===== config.mk =====
export PLATFORM = sky130hd
export DESIGN_NAME = mbrag_guard
export DESIGN_NICKNAME = d
export VERILOG_FILES = /design/src/include/mbrag_pkg.sv /design/src/logic/mbrag_perm_check.sv /design/src/logic/mbrag_guard.sv
export VERILOG_INCLUDE_DIRS = /design/src /design/src/include
export SDC_FILE = /design/constraint.sdc
export NUM_CORES = 1
export LEC_CHECK = 0
export BUFFER_PORTS_ARGS = -buffer_cell sky130_fd_sc_hd__buf_2
export CELL_PAD_IN_SITES_DETAIL_PLACEMENT = 0
export CELL_PAD_IN_SITES_GLOBAL_PLACEMENT = 2
export CORE_ASPECT_RATIO = 0.6
export CORE_MARGIN = 3
export CORE_UTILIZATION = 28
export CTS_CLUSTER_DIAMETER = 120
export DETAILED_ROUTE_END_ITERATION = 12
export GPL_ROUTABILITY_DRIVEN = 0
export PLACE_DENSITY_LB_ADDON = 0.25
export SLEW_MARGIN = 30
export SYNTH_ARGS = -nofsm -noshare
export SYNTH_HDL_FRONTEND = slang
export SYNTH_SLANG_ARGS = --single-unit

===== constraint.sdc =====
create_clock -name CLK_SYS_IN -period 2.4 [get_ports CLK_SYS_IN]
set_clock_uncertainty 0.05 [all_clocks]
set_input_delay 0.36 -clock CLK_SYS_IN [delete_from_list [all_inputs] [get_ports CLK_SYS_IN]]
set_output_delay 0.36 -clock CLK_SYS_IN [all_outputs]
set_load 0.05 [all_outputs]

===== src/include/mbrag_consts.svh =====
// Constants of the mode based register access guard.
// Assumes inclusion by bare name from the package and the design modules.
`ifndef MBRAG_CONSTS_SVH
`define MBRAG_CONSTS_SVH

`define MBRAG_ADDR_W        16
`define MBRAG_DATA_W        8
`define MBRAG_SFR_BASE      16'hff00
`define MBRAG_SFR_LAST      16'hffff
`define MBRAG_CPU_SFR_FIRST 8'h00
`define MBRAG_CPU_SFR_LAST  8'h1f
`define MBRAG_MMU_SFR_FIRST 8'h20
`define MBRAG_MMU_SFR_LAST  8'h2f
`define MBRAG_STP_SFR_FIRST 8'h28
`define MBRAG_STP_SFR_LAST  8'h2b
`define MBRAG_GRANT_SFR     8'h2c
`define MBRAG_HW_SFR_FIRST  8'h40
`define MBRAG_HW_SFR_LAST   8'h7f
`define MBRAG_HW_GROUP_W    3
`define MBRAG_GRANT_RESET   8'h00
`define MBRAG_SEG_COUNT     4
`define MBRAG_SEG_EN_RESET  4'h0
`define MBRAG_SEG_SFR_FIRST 8'h20
`define MBRAG_SEG_SHIFT     14
`define MBRAG_FW_BASE       16'he000
`define MBRAG_FW_LAST       16'hefff
`define MBRAG_BOOT_CYCLES   4'h8

`endif


===== src/include/mbrag_pkg.sv =====
// Types shared by the access guard and its mode checker.
// Assumes mbrag_consts.svh sits on the include path.
`include "mbrag_consts.svh"

package mbrag_pkg;

    typedef enum logic [2:0] {
        MODE_SYSTEM   = 3'b001,
        MODE_USER     = 3'b010,
        MODE_FIRMWARE = 3'b100
    } mbrag_mode_e;

    typedef enum logic [2:0] {
        ST_BOOT  = 3'b001,
        ST_RUN   = 3'b010,
        ST_FAULT = 3'b100
    } mbrag_state_e;

    typedef struct packed {
        logic                       valid;
        logic                       write;
        logic [`MBRAG_ADDR_W-1:0]   addr;
        logic [`MBRAG_DATA_W-1:0]   wdata;
        mbrag_mode_e                mode;
    } mbrag_req_s;

    typedef struct packed {
        logic sfr_ok;
        logic mem_ok;
        logic is_sfr;
        logic is_grant;
        logic is_seg;
    } mbrag_perm_s;

endpackage : mbrag_pkg


===== src/logic/mbrag_perm_check.sv =====
// Combinational permission check of one access against mode and settings.
// Assumes settings come from registers in the guard on the same clock.
`include "mbrag_consts.svh"
`timescale 1ns/1ps
`default_nettype none

module mbrag_perm_check (
    input  wire mbrag_pkg::mbrag_req_s            req_in,
    input  wire logic [`MBRAG_DATA_W-1:0]          user_grant_in,
    input  wire logic [`MBRAG_DATA_W-1:0]          fw_grant_in,
    input  wire logic [`MBRAG_SEG_COUNT-1:0]       seg_en_in,
    output var  mbrag_pkg::mbrag_perm_s            perm_out
);

    function automatic logic in_range(input logic [7:0] v, input logic [7:0] lo,
                                      input logic [7:0] hi);
        in_range = (v >= lo) && (v <= hi);
    endfunction : in_range

    logic [7:0]                    off;
    logic                          is_sfr;
    logic [`MBRAG_HW_GROUP_W-1:0]  grp;

    always_comb
    begin
        is_sfr = (req_in.addr >= `MBRAG_SFR_BASE);
        off    = req_in.addr[7:0];
        grp    = off[5:3];
        perm_out.is_sfr   = is_sfr;
        perm_out.is_grant = is_sfr && (off == `MBRAG_GRANT_SFR);
        perm_out.is_seg   = is_sfr && in_range(off, `MBRAG_SEG_SFR_FIRST,
                                               8'(`MBRAG_SEG_SFR_FIRST + `MBRAG_SEG_COUNT - 1));
        perm_out.sfr_ok   = 1'b0;
        perm_out.mem_ok   = 1'b0;
        if (is_sfr)
        begin
            if (in_range(off, `MBRAG_CPU_SFR_FIRST, `MBRAG_CPU_SFR_LAST))
                perm_out.sfr_ok = 1'b1;
            else if (in_range(off, `MBRAG_MMU_SFR_FIRST, `MBRAG_MMU_SFR_LAST))
                perm_out.sfr_ok = (req_in.mode == mbrag_pkg::MODE_SYSTEM);
            else if (in_range(off, `MBRAG_HW_SFR_FIRST, `MBRAG_HW_SFR_LAST))
            begin
                unique case (req_in.mode)
                    mbrag_pkg::MODE_SYSTEM:   perm_out.sfr_ok = 1'b1;
                    mbrag_pkg::MODE_USER:     perm_out.sfr_ok = user_grant_in[grp];
                    mbrag_pkg::MODE_FIRMWARE: perm_out.sfr_ok = fw_grant_in[grp];
                    default:                  perm_out.sfr_ok = 1'b0;
                endcase
            end
        end
        else if ((req_in.addr >= `MBRAG_FW_BASE) && (req_in.addr <= `MBRAG_FW_LAST))
            perm_out.mem_ok = (req_in.mode == mbrag_pkg::MODE_FIRMWARE);
        else
            perm_out.mem_ok = (req_in.mode == mbrag_pkg::MODE_FIRMWARE)
                || seg_en_in[req_in.addr[`MBRAG_ADDR_W-1:`MBRAG_SEG_SHIFT]];
    end

endmodule : mbrag_perm_check

`default_nettype wire


===== src/logic/mbrag_guard.sv =====
// Access guard between the CPU core and memory plus special function registers.
// Assumes the core holds a request one cycle and reads the answer two cycles later, or the next cycle for a refused read.
`include "mbrag_consts.svh"
`timescale 1ns/1ps
`default_nettype none

module mbrag_guard (
    input  wire logic                          CLK_SYS_IN,
    input  wire logic                          RST_N_IN,
    input  wire logic                          REQ_VALID_IN,
    input  wire logic                          REQ_WRITE_IN,
    input  wire logic [`MBRAG_ADDR_W-1:0]      REQ_ADDR_IN,
    input  wire logic [`MBRAG_DATA_W-1:0]      REQ_WDATA_IN,
    input  wire logic [2:0]                    CPU_MODE_IN,
    input  wire logic [`MBRAG_DATA_W-1:0]      BUS_RDATA_IN,
    output logic                               READY_OUT,
    output logic                               BUS_VALID_OUT,
    output logic                               BUS_WRITE_OUT,
    output logic [`MBRAG_ADDR_W-1:0]           BUS_ADDR_OUT,
    output logic [`MBRAG_DATA_W-1:0]           BUS_WDATA_OUT,
    output logic                               RESP_VALID_OUT,
    output logic [`MBRAG_DATA_W-1:0]           RESP_RDATA_OUT,
    output logic                               VIOLATION_OUT,
    output logic [`MBRAG_SEG_COUNT-1:0]        SEG_EN_OUT
);

    mbrag_pkg::mbrag_state_e                state_reg,      state_next;
    logic [3:0]                             boot_cnt_reg,   boot_cnt_next;
    logic [`MBRAG_DATA_W-1:0]               ugrant_reg,     ugrant_next;
    logic [`MBRAG_DATA_W-1:0]               fgrant_reg,     fgrant_next;
    logic [`MBRAG_SEG_COUNT-1:0]            seg_en_reg,     seg_en_next;
    logic                                   ready_reg,      ready_next;
    logic                                   bvalid_reg,     bvalid_next;
    logic                                   bwrite_reg,     bwrite_next;
    logic [`MBRAG_ADDR_W-1:0]               baddr_reg,      baddr_next;
    logic [`MBRAG_DATA_W-1:0]               bwdata_reg,     bwdata_next;
    logic                                   rvalid_reg,     rvalid_next;
    logic [`MBRAG_DATA_W-1:0]               rdata_reg,      rdata_next;
    logic                                   viol_reg,       viol_next;
    logic                                   pend_rd_reg,    pend_rd_next;
    mbrag_pkg::mbrag_req_s                  req;
    mbrag_pkg::mbrag_perm_s                 perm;
    logic                                   allowed;

    always_comb
    begin
        req.valid = REQ_VALID_IN;
        req.write = REQ_WRITE_IN;
        req.addr  = REQ_ADDR_IN;
        req.wdata = REQ_WDATA_IN;
        unique case (CPU_MODE_IN)
            3'b001:  req.mode = mbrag_pkg::MODE_SYSTEM;
            3'b100:  req.mode = mbrag_pkg::MODE_FIRMWARE;
            default: req.mode = mbrag_pkg::MODE_USER;
        endcase
    end

    mbrag_perm_check u_check (
        .req_in        (req),
        .user_grant_in (ugrant_reg),
        .fw_grant_in   (fgrant_reg),
        .seg_en_in     (seg_en_reg),
        .perm_out      (perm)
    );

    assign allowed = perm.is_sfr ? perm.sfr_ok : perm.mem_ok;

    always_comb
    begin
        state_next    = state_reg;
        boot_cnt_next = boot_cnt_reg;
        ugrant_next   = ugrant_reg;
        fgrant_next   = fgrant_reg;
        seg_en_next   = seg_en_reg;
        ready_next    = 1'b0;
        bvalid_next   = 1'b0;
        bwrite_next   = 1'b0;
        baddr_next    = baddr_reg;
        bwdata_next   = bwdata_reg;
        rvalid_next   = 1'b0;
        rdata_next    = rdata_reg;
        viol_next     = 1'b0;
        pend_rd_next  = 1'b0;
        if (pend_rd_reg)
        begin
            rvalid_next = 1'b1;
            rdata_next  = BUS_RDATA_IN;
        end
        unique case (state_reg)
            mbrag_pkg::ST_BOOT:
            begin
                ugrant_next = `MBRAG_GRANT_RESET;
                fgrant_next = `MBRAG_GRANT_RESET;
                seg_en_next = `MBRAG_SEG_EN_RESET;
                if (boot_cnt_reg == `MBRAG_BOOT_CYCLES)
                begin
                    state_next = mbrag_pkg::ST_RUN;
                    ready_next = 1'b1;
                end
                else
                    boot_cnt_next = boot_cnt_reg + 4'h1;
            end
            mbrag_pkg::ST_RUN:
            begin
                ready_next = 1'b1;
                if (req.valid && !allowed)
                begin
                    viol_next   = 1'b1;
                    rvalid_next = !req.write;
                    rdata_next  = 8'h00;
                end
                else if (req.valid)
                begin
                    bvalid_next = 1'b1;
                    bwrite_next = req.write;
                    baddr_next  = req.addr;
                    bwdata_next = req.wdata;
                    pend_rd_next = !req.write;
                    if (req.write && perm.is_grant)
                    begin
                        ugrant_next = req.wdata;
                        fgrant_next = req.wdata;
                    end
                    if (req.write && perm.is_seg)
                        seg_en_next[req.addr[1:0]] = req.wdata[0];
                end
            end
            mbrag_pkg::ST_FAULT:
                state_next = mbrag_pkg::ST_BOOT;
            default:
                state_next = mbrag_pkg::ST_BOOT;
        endcase
    end

    always_ff @(posedge CLK_SYS_IN)
    begin
        if (!RST_N_IN)
        begin
            state_reg    <= mbrag_pkg::ST_BOOT;
            boot_cnt_reg <= 4'h0;
            ugrant_reg   <= `MBRAG_GRANT_RESET;
            fgrant_reg   <= `MBRAG_GRANT_RESET;
            seg_en_reg   <= `MBRAG_SEG_EN_RESET;
            ready_reg    <= 1'b0;
            bvalid_reg   <= 1'b0;
            bwrite_reg   <= 1'b0;
            baddr_reg    <= 16'h0000;
            bwdata_reg   <= 8'h00;
            rvalid_reg   <= 1'b0;
            rdata_reg    <= 8'h00;
            viol_reg     <= 1'b0;
            pend_rd_reg  <= 1'b0;
        end
        else
        begin
            state_reg    <= state_next;
            boot_cnt_reg <= boot_cnt_next;
            ugrant_reg   <= ugrant_next;
            fgrant_reg   <= fgrant_next;
            seg_en_reg   <= seg_en_next;
            ready_reg    <= ready_next;
            bvalid_reg   <= bvalid_next;
            bwrite_reg   <= bwrite_next;
            baddr_reg    <= baddr_next;
            bwdata_reg   <= bwdata_next;
            rvalid_reg   <= rvalid_next;
            rdata_reg    <= rdata_next;
            viol_reg     <= viol_next;
            pend_rd_reg  <= pend_rd_next;
        end
    end

    assign READY_OUT      = ready_reg;
    assign BUS_VALID_OUT  = bvalid_reg;
    assign BUS_WRITE_OUT  = bwrite_reg;
    assign BUS_ADDR_OUT   = baddr_reg;
    assign BUS_WDATA_OUT  = bwdata_reg;
    assign RESP_VALID_OUT = rvalid_reg;
    assign RESP_RDATA_OUT = rdata_reg;
    assign VIOLATION_OUT  = viol_reg;
    assign SEG_EN_OUT     = seg_en_reg;

endmodule : mbrag_guard

`default_nettype wire


==> impl_metrics.yaml, run 1 <==
global_route:
  overflow: 0
  grtUsageTotal: 0.1314
  grt_pass1_wl_um: 10160
  grt_max_degree: 48
  grt_pass1_vias: 2015
  antenna_found_initial: 0
drt:
  wl_um: 6306
  ant_nets: 0
  route.detailed.drc: 0
  routedWlPerCell_um: 14.01
  drtIter0Drc: 76
  first_pass_iters: 4
  viasPerCell: 4.587
  num_vias: 2064
worst_setup_path:
  cp-start-kind: "flip-flop"
  worstSetupEndpointType: "flip-flop"
  r2r_slack_ns: 0.22
  rr_endpoint: "fgrant_reg[5]$_SDFFE_PN0P_"
  worstReg2RegStart: "state_reg[0]$_SDFFE_PN1P_"
  worstPathRequired_ns: 2.53
  reg2reg_depth: 6
  critical_path_class: "reg -> reg"
  path_max_fanout: 8
  critPathArrivalTime_ns: 2.31
sta:
  worstMarginPinSlew_ns: 0.4841
  finalSetupViolCount: 0
  min_period_ns: 2.176
  hold_viol_final: 0
  fin_setup_tns_ns: 0
  fin_crit_sh: 0.9068
  fmax_mhz: 459.5
  rsz0062_at_grt: "no"
  maxSlewViolCount: 0
  hold_ws_ns: 0.2485
  slew_headroom: 0.6689
clocking:
  cts_sinks: 56
  ctsHoldBuffers: 0
  cts_made_buffers: 5
  cts_resized: 0
  worstSkewPairLatency_ns: 0.29
  post_cts_buffers: 0
  clockRootBuffer: "clkbuf_16"
  path_clk_slew_ns: 0.07
  htree_num_levels: 2
  clockBufferDepth: 2
  cts_tree: "built"
die:
  io_pins: 80
  core_um2: 8039
  start_util: 0.2935
  die_height_um: 77.11
  die_w_um: 124.5
  rows: 25
  fp.dieArea_um2: 9601
synthesis:
  ys_ff_latch: 56
  ys_warn_count: 0
  synth-main-ff-cell: "dfxtp_1"
  netlist_instances: 263
  yosysUniqueCellTypes: 40
  synth_nets: 306
  syn_area_per_cell_um2: 8.972
  yosys.area.top_type: "dfxtp_1"
  synth.most_common_cell: "dfxtp_1"
  seq_area_frac_synth: 0.4751
  synth_commonest_cells: "56 x dfxtp_1, 33 x nand2_1, 27 x o21ai_0"
  synthArstFlopShare: 0
  synth_area_um2: 2360
  synth_top_area_frac: 0.4751
  ys_top_cells_by_area: "dfxtp_1 48%, o21ai_0 5.7%, nand3_1 5.3%"
  synth_edf_count: 0
power_and_ir_drop:
  p_per_area_nw_per_um2: 628.3
  leakage_nw: 1.334
  irDropWorstVdd_uv: 240.2
min_path:
  min_from: "REQ_WDATA_IN[2]"
  min_to: "fgrant_reg[2]$_SDFFE_PN0P_"
  hold_depth: 2
  hold_path.class: "in -> reg"
layout:
  nets: 384
  largest_reg_flops: 16
  area_growth_pct: 30.96
  fin_util: 0.3844
  final_cells: 450
  antennaDiodeCount: 0
  fin_area_um2: 3090
  layout-drive-gt1-share: 0.3012
placement:
  placed_cell_area_um2: 2908
  dp_cells: 442
  portBuffers: 79
  place_hpwl_um: 4804
status:
  status: "finished, final reports clean"
flow_run:
  cap_violations: 0
## power breakdown
group	switching, mW	total (mW)	leakage, nW	internal [mW]
Combinational	0.0701	0.123	0.792	0.0533
Sequential	0.00512	0.939	0.451	0.934
Clock	0.329	0.879	0.0901	0.550
Total	0.405	1.94	1.33	1.54
## through the flow
step / setup WS (ns) / power (mW)
after floorplan: 0.2492 / 1.020
after global placement: 0.09891 / 1.085
after detailed placement: 0.05554 / 1.086
after CTS: 0.2375 / 1.973
after global routing: 0.07441 / 2.020
final: 0.2236 / 1.942
## cell families (layout without fill, tap and decap cells)
family,Yosys count,count (layout),synth area share
XOR/XNOR,2,2,0.007424
adder cells (fa/ha/maj),4,4,0.02121
AO/OA/AOI/OAI,56,56,0.1654
multiplexers,11,11,0.05196
buffers and inverters,29,108,0.04719
AND/OR/NAND/NOR,105,105,0.2317
flip-flops,56,56,0.4751
## cell type report
class	instances	area (µm²)
well taps	108	135.1
flip-flops and latches	56	1121
multi-input cells	178	1127
inverters	11	41.29
clock buffers	7	152.6
fillers	845	4949
repair buffers	89	483.0
clock inverters	1	30.03
## metal layers
metal | track usage | routed length [µm] | up-vias
met2 | 0.1880 | 2549 | 59
met1 | 0.1879 | 3239 | 920
met4 | 0.02298 | 12 | 0
met5 | 0 | 0 | -
met3 | 0.05150 | 505 | 2
li1 | - | - | 1083
## worst max path at each step
stage                         startpoint                          to  cells after the start
3_5_place_dp             REQ_ADDR_IN[15]  fgrant_reg[5]$_SDFFE_PN0P_                      6
2_1_floorplan             REQ_ADDR_IN[3]  SEG_EN_OUT[0]$_SDFFE_PN0P_                      7
5_1_grt        state_reg[0]$_SDFFE_PN1P_  fgrant_reg[3]$_SDFFE_PN0P_                      6
3_3_place_gp             REQ_ADDR_IN[15]  fgrant_reg[5]$_SDFFE_PN0P_                      6
4_1_cts        state_reg[0]$_SDFFE_PN1P_  fgrant_reg[5]$_SDFFE_PN0P_                      6
6_report       state_reg[0]$_SDFFE_PN1P_  fgrant_reg[5]$_SDFFE_PN0P_                      6
## worst max-delay path, cell delays in order, from the launching register on
cell and delay, ns:
dfxtp_1 0.33, inv_1 0.06, ha_1 0.31, nand4_1 0.16, or4_1 0.47, o311a_1 0.43, a22o_1 0.26
## cells in the final DEF (no fill, tap or decap), types with 2 or more instances in the layout
cell       count
a21oi_1        2
a22o_1         8
and2_1         5
buf_2         79
buf_4          9
clkbuf_16      5
clkbuf_8       2
dfxtp_1       56
ha_1           4
inv_1         11
mux2i_1       10
nand2_1       33
nand2b_1       6
nand3_1       25
nand4_1        8
nor2_1         6
nor2b_1        6
nor3_1         2
nor3b_1        9
o211ai_1       3
o21ai_0       27
o221ai_1       5
xnor2_1        2
Note: power is estimated with default switching activity, not from simulation.
==> run 2, diff against run 1 <==
--- a/config.mk
+++ b/config.mk
@@ -16,6 +16,7 @@
 export DETAILED_ROUTE_END_ITERATION = 12
 export GPL_ROUTABILITY_DRIVEN = 0
 export PLACE_DENSITY_LB_ADDON = 0.25
+export RECOVER_POWER = 25
 export SLEW_MARGIN = 30
 export SYNTH_ARGS = -nofsm -noshare
 export SYNTH_HDL_FRONTEND = slang
==> run 2 against run 1 <==
Against the previous run: global-route usage stayed put; via count increased by 0.15%; sequential power hardly changed; register-to-register slack about the same; non-clock buffer count unchanged; worst setup slack improved by 0.0067 ns; largest power group unchanged.
==> impl_metrics.yaml, run 2 (same netlist as run 1, synthesis figures left out) <==
worst_setup_path:
  worstSetupEndpointType: "flip-flop"
  slowest_delay_ns: 0.47
  crit_slowest_cell: "or4_1"
  worstPathRequired_ns: 2.53
  critPathArrivalTime_ns: 2.30
  cp_top_family: "compound AO/OA/AOI/OAI gates"
  cp-start-kind: "flip-flop"
  cp_cell_sequence: "inv_1 > ha_1 > nand4_1 > or4_1 > o311a_1 > a22o_1"
  path_max_fanout: 8
  critical_path_class: "reg -> reg"
  cp.buffers_inverters: 1
flow_run:
  cap_violations: 0
sta:
  fin_setup_tns_ns: 0
  finalSetupViolCount: 0
  slew_headroom: 0.3737
  fmax_mhz: 460.9
  min_period_ns: 2.170
  worstMarginPinSlew_ns: 0.9395
  rsz0062_at_grt: "no"
  maxSlewViolCount: 0
  fin_crit_sh: 0.9040
  hold_viol_final: 0
clocking:
  htree_num_levels: 2
  cts_resized: 0
  cts_sinks: 56
  post_cts_buffers: 0
  cts_made_buffers: 5
  clockBufferDepth: 2
  cts_tree: "built"
  clockRootBuffer: "clkbuf_16"
  ctsHoldBuffers: 0
  worstSkewPairLatency_ns: 0.29
  path_clk_slew_ns: 0.07
die:
  start_util: 0.2935
  die_w_um: 124.5
  io_pins: 80
  fp.dieArea_um2: 9601
  die_height_um: 77.11
  core_um2: 8039
  rows: 25
power_and_ir_drop:
  total_power_mw: 1.940
  leakage_nw: 1.231
  p_per_area_nw_per_um2: 634.1
  irDropWorstVdd_uv: 240.0
global_route:
  gr-usage-met2: 0.1880
  grt_pass1_vias: 2015
  overflow: 0
  grt_max_degree: 48
  grt-busiest-layer: "met2"
  grt_pass1_wl_um: 10160
  gr-usage-met1: 0.1879
  antenna_found_initial: 0
  grtUsageTotal: 0.1314
  met3_usage: 0.05150
drt:
  routedWlPerCell_um: 14.01
  first_pass_iters: 4
  route.detailed.drc: 0
  num_vias: 2067
  ant_nets: 0
  drtIter0Drc: 93
  wl_um: 6304
  viasPerCell: 4.593
layout:
  layout-drive-gt1-share: 0.2339
  nets: 384
  antennaDiodeCount: 0
  largest_reg_flops: 16
  area_growth_pct: 29.64
  most-common-layout-cells: "56 x dfxtp_1, 56 x buf_2, 33 x nand2_1"
placement:
  place_hpwl_um: 4804
  portBuffers: 79
min_path:
  hold_path.class: "in -> reg"
status:
  status: "finished, final reports clean"
[run 2: metrics by stage]
| stage | instance area, µm² | worst slack (ns) | hold WS, ns | utilization | cells |
|---|---|---|---|---|---|
| 2_1_floorplan | 2360 | 0.2492 | 0.3893 | - | 263 |
| 5_1_grt | 3059 | 0.07441 | 0.2394 | 0.3805 | 450 |
| 4_1_cts | 3090 | 0.2375 | 0.2339 | 0.3844 | 450 |
| 3_5_place_dp | 2908 | 0.05554 | 0.4082 | 0.3617 | 442 |
| 6_report | 3059 | 0.2303 | 0.2486 | 0.3805 | 450 |
| 3_3_place_gp | 2908 | 0.09891 | 0.4005 | 0.3617 | 442 |
[run 2: metal layers]
layer,share of wire,routed length [µm]
met2,0.40,2553
met4,0.0019,12
met3,0.079,496
met5,0,0
met1,0.51,3242
[run 2: final timing paths]
| check | to | cells past startpoint | from | slack (ns) |
|---|---|---|---|---|
| worst min register to register | BUS_ADDR_OUT[10]$_SDFFE_PN0P_ | 2 | BUS_ADDR_OUT[10]$_SDFFE_PN0P_ | 0.42 |
| worst min-delay path | fgrant_reg[2]$_SDFFE_PN0P_ | 2 | REQ_WDATA_IN[2] | 0.25 |
| worst max-delay path | fgrant_reg[5]$_SDFFE_PN0P_ | 6 | state_reg[0]$_SDFFE_PN1P_ | 0.23 |
| worst max register to register | fgrant_reg[5]$_SDFFE_PN0P_ | 6 | state_reg[0]$_SDFFE_PN1P_ | 0.23 |
[run 2: layout make-up]
class	instances	area [µm²]
clock buffers	7	152.6
clock inverters	1	30.03
fillers	852	4980
inverters	11	41.29
multi-input cells	178	1127
flip-flops and latches	56	1121
well taps	108	135.1
repair buffers	89	451.7
[run 2: worst reg2reg max path, stage by stage, from the launching register on]
cell     delay [ns]
dfxtp_1        0.33
inv_1          0.06
ha_1           0.31
nand4_1        0.15
or4_1          0.47
o311a_1        0.43
a22o_1         0.26
[run 2: power by group]
part           internal, mW  total (mW)  leakage (nW)  switching, mW
logic                0.0529       0.123         0.690         0.0700
registers             0.934       0.939         0.451        0.00513
clock network         0.550       0.878        0.0901          0.328
==> run 3, diff against run 2 <==
--- a/config.mk
+++ b/config.mk
@@ -6,12 +6,13 @@
 export SDC_FILE = /design/constraint.sdc
 export NUM_CORES = 1
 export LEC_CHECK = 0
+export ABC_AREA = 1
 export BUFFER_PORTS_ARGS = -buffer_cell sky130_fd_sc_hd__buf_2
 export CELL_PAD_IN_SITES_DETAIL_PLACEMENT = 0
 export CELL_PAD_IN_SITES_GLOBAL_PLACEMENT = 2
 export CORE_ASPECT_RATIO = 0.6
 export CORE_MARGIN = 3
-export CORE_UTILIZATION = 28
+export CORE_UTILIZATION = 27
 export CTS_CLUSTER_DIAMETER = 120
 export DETAILED_ROUTE_END_ITERATION = 12
 export GPL_ROUTABILITY_DRIVEN = 0
==> run 3 against run 2 <==
Against the previous run: sequential share of layout area grew 0.30 points; global-route usage rose by 1.7 points; flip-flop and latch count unchanged; utilization fell by 1.2 points; worst hold slack worse by 0.034 ns.
==> impl_metrics.yaml, run 3 <==
sta:
  hold_viol_final: 0
  fin_setup_tns_ns: 0
  fin_crit_sh: 0.8131
  maxSlewViolCount: 0
  slew_headroom: 0.5935
  fin_ws_ns: 0.4486
  finalSetupViolCount: 0
  min_period_ns: 1.951
  fmax_mhz: 512.4
  worstMarginPinSlew_ns: 0.6123
  rsz0062_at_grt: "no"
worst_setup_path:
  critical_path_class: "reg -> reg"
  reg2reg_depth: 6
  worstPathRequired_ns: 2.58
  cp-start-kind: "flip-flop"
  r2r_slack_ns: 0.45
  rr_endpoint: "fgrant_reg[4]$_SDFFE_PN0P_"
  worstReg2RegStart: "state_reg[1]$_SDFFE_PN0P_"
  path_max_fanout: 5
  worstSetupEndpointType: "flip-flop"
  critPathArrivalTime_ns: 2.13
global_route:
  grt_pass1_wl_um: 11730
  grt_pass1_vias: 2196
  antenna_found_initial: 0
  grtUsageTotal: 0.1485
  overflow: 0
  grt_max_degree: 31
layout:
  final_cells: 507
  nets: 441
  final_common_cell: "nand2_1"
  most-common-layout-cells: "82 x nand2_1, 56 x dfxtp_1, 56 x buf_2"
  fin_util: 0.3688
  area_growth_pct: 26.70
  layout-drive-gt1-share: 0.1980
  largest_reg_flops: 16
  antennaDiodeCount: 0
synthesis:
  synth_top_area_frac: 0.4681
  synth-main-ff-cell: "dfxtp_1"
  synth_top_family_by_area: "simple AND/OR/NAND/NOR gates"
  yosys.area.top_type: "dfxtp_1"
  ys_top_cells_by_area: "dfxtp_1 47%, nand2_1 13%, a21oi_1 7.5%"
  ys_warn_count: 0
  synth-xor-area-share: 0.003657
  synth_mux_area_frac: 0
  synthArstFlopShare: 0
  netlist_instances: 318
  synth_commonest_cells: "82 x nand2_1, 56 x dfxtp_1, 40 x nor2_1"
  synth_nets: 361
  seq_area_frac_synth: 0.4681
  ys_ff_latch: 56
  synth_compound_area_frac: 0.1614
  synth.most_common_cell: "nand2_1"
  synth_area_um2: 2395
  syn_area_per_cell_um2: 7.531
  yosysUniqueCellTypes: 29
  synth_edf_count: 0
  synth-simple-area-share: 0.2764
  synth_fa_ha_area_frac: 0.02090
placement:
  dp_cells: 499
  place_hpwl_um: 5423
  preCtsSetupSlack_ns: 0.3420
  portBuffers: 79
min_path:
  min_from: "REQ_WRITE_IN"
  min_to: "pend_rd_reg$_SDFF_PP0_"
  hold_path.class: "in -> reg"
  hold_depth: 2
clocking:
  clockRootBuffer: "clkbuf_16"
  ctsHoldBuffers: 0
  htree_num_levels: 2
  clockBufferDepth: 2
  worstSkewPairLatency_ns: 0.30
  cts_resized: 0
  cts_sinks: 56
  cts_made_buffers: 5
  path_clk_slew_ns: 0.07
  cts_tree: "built"
  post_cts_buffers: 0
die:
  die_w_um: 127.6
  die_height_um: 78.95
  rows: 25
  start_util: 0.2911
  fp.dieArea_um2: 10070
  io_pins: 80
  core_um2: 8227
status:
  status: "finished, final reports clean"
drt:
  num_vias: 2298
  drtIter0Drc: 125
  viasPerCell: 4.533
  routedWlPerCell_um: 13.86
  route.detailed.drc: 0
  first_pass_iters: 4
  ant_nets: 0
  wl_um: 7029
power_and_ir_drop:
  comb_power_share: 0.249
  swShare: 0.3142
  leakage_nw: 1.331
  p_int_mw: 1.684
  irDropWorstVdd_uv: 278.9
  p_clk_frac: 0.340
  p_seq_frac: 0.411
  p_per_area_nw_per_um2: 809.1
  p_sw_uw: 771.4
flow_run:
  cap_violations: 0
run 3: changes by cell type after synthesis, sizes merged, moves of 7 or more:
cell | before | now
nand2 | 33 | 83
nor2 | 6 | 42
a21oi | 2 | 36
inv | 11 | 23
clkbuf | 14 | 3
mux2i | 10 | 0
nor3b | 9 | 0
a22o | 8 | 0
nand4 | 8 | 1
run 3: cell families (layout without fill, tap and decap cells):
group	after synthesis	after routing
compound gates	67	67
xor+xnor	1	1
fa+ha+maj	4	4
buf+inv	35	116
flops	56	56
simple gates	155	155
run 3: area by class of cell:
type / instances / area, µm²
Fill cell: 909 / 5192
Sequential cell: 56 / 1121
Multi-Input combinational cell: 227 / 1107
Timing Repair Buffer: 84 / 416.7
Tap cell: 108 / 135.1
Clock buffer: 6 / 128.9
Inverter: 24 / 90.09
Clock inverter: 2 / 35.03
run 3: worst max path at each step:
stage	start	endpoint	slack (ns)	cells after the start
final	state_reg[1]$_SDFFE_PN0P_	fgrant_reg[4]$_SDFFE_PN0P_	0.45	6
after floorplan	SEG_EN_OUT[3]$_SDFFE_PN0P_	fgrant_reg[2]$_SDFFE_PN0P_	0.52	10
after global placement	REQ_ADDR_IN[3]	BUS_ADDR_OUT[15]$_SDFFE_PN0P_	0.40	13
after detailed placement	REQ_ADDR_IN[3]	BUS_WDATA_OUT[0]$_SDFFE_PN0P_	0.34	13
after CTS	state_reg[1]$_SDFFE_PN0P_	fgrant_reg[7]$_SDFFE_PN0P_	0.44	6
after global routing	state_reg[1]$_SDFFE_PN0P_	fgrant_reg[2]$_SDFFE_PN0P_	0.23	6
run 3: power groups by stage:
| stage | Clock (mW) | Combinational, mW | Sequential, mW |
|---|---|---|---|
| after floorplan | 0 | 0.400 | 1.04 |
| after detailed placement | 0 | 0.615 | 1.03 |
| after global placement | 0 | 0.631 | 1.03 |
| final | 0.835 | 0.612 | 1.01 |
| after CTS | 0.864 | 0.618 | 1.01 |
| after global routing | 0.897 | 0.692 | 1.01 |
run 3: metal layers:
layer,track usage,share of wire
met1,0.2293,0.56
met2,0.2004,0.37
met5,0,0
met4,0.04131,0.012
met3,0.03629,0.058
run 3: worst max-delay path, stage by stage (launching register included):
cell	delay (ns)
dfxtp_1	0.39
ha_1	0.28
nand2_1	0.18
o41ai_4	0.55
buf_4	0.22
nand3_1	0.09
a21oi_1	0.14
run 3: through the flow:
stage | power, mW | hold slack [ns] | instance area (µm²)
after global routing | 2.602 | 0.2330 | 3034
after global placement | 1.659 | 0.3962 | 2899
final | 2.455 | 0.2143 | 3034
after detailed placement | 1.642 | 0.3993 | 2899
after floorplan | 1.444 | 0.3824 | 2395
after CTS | 2.488 | 0.2148 | 3063
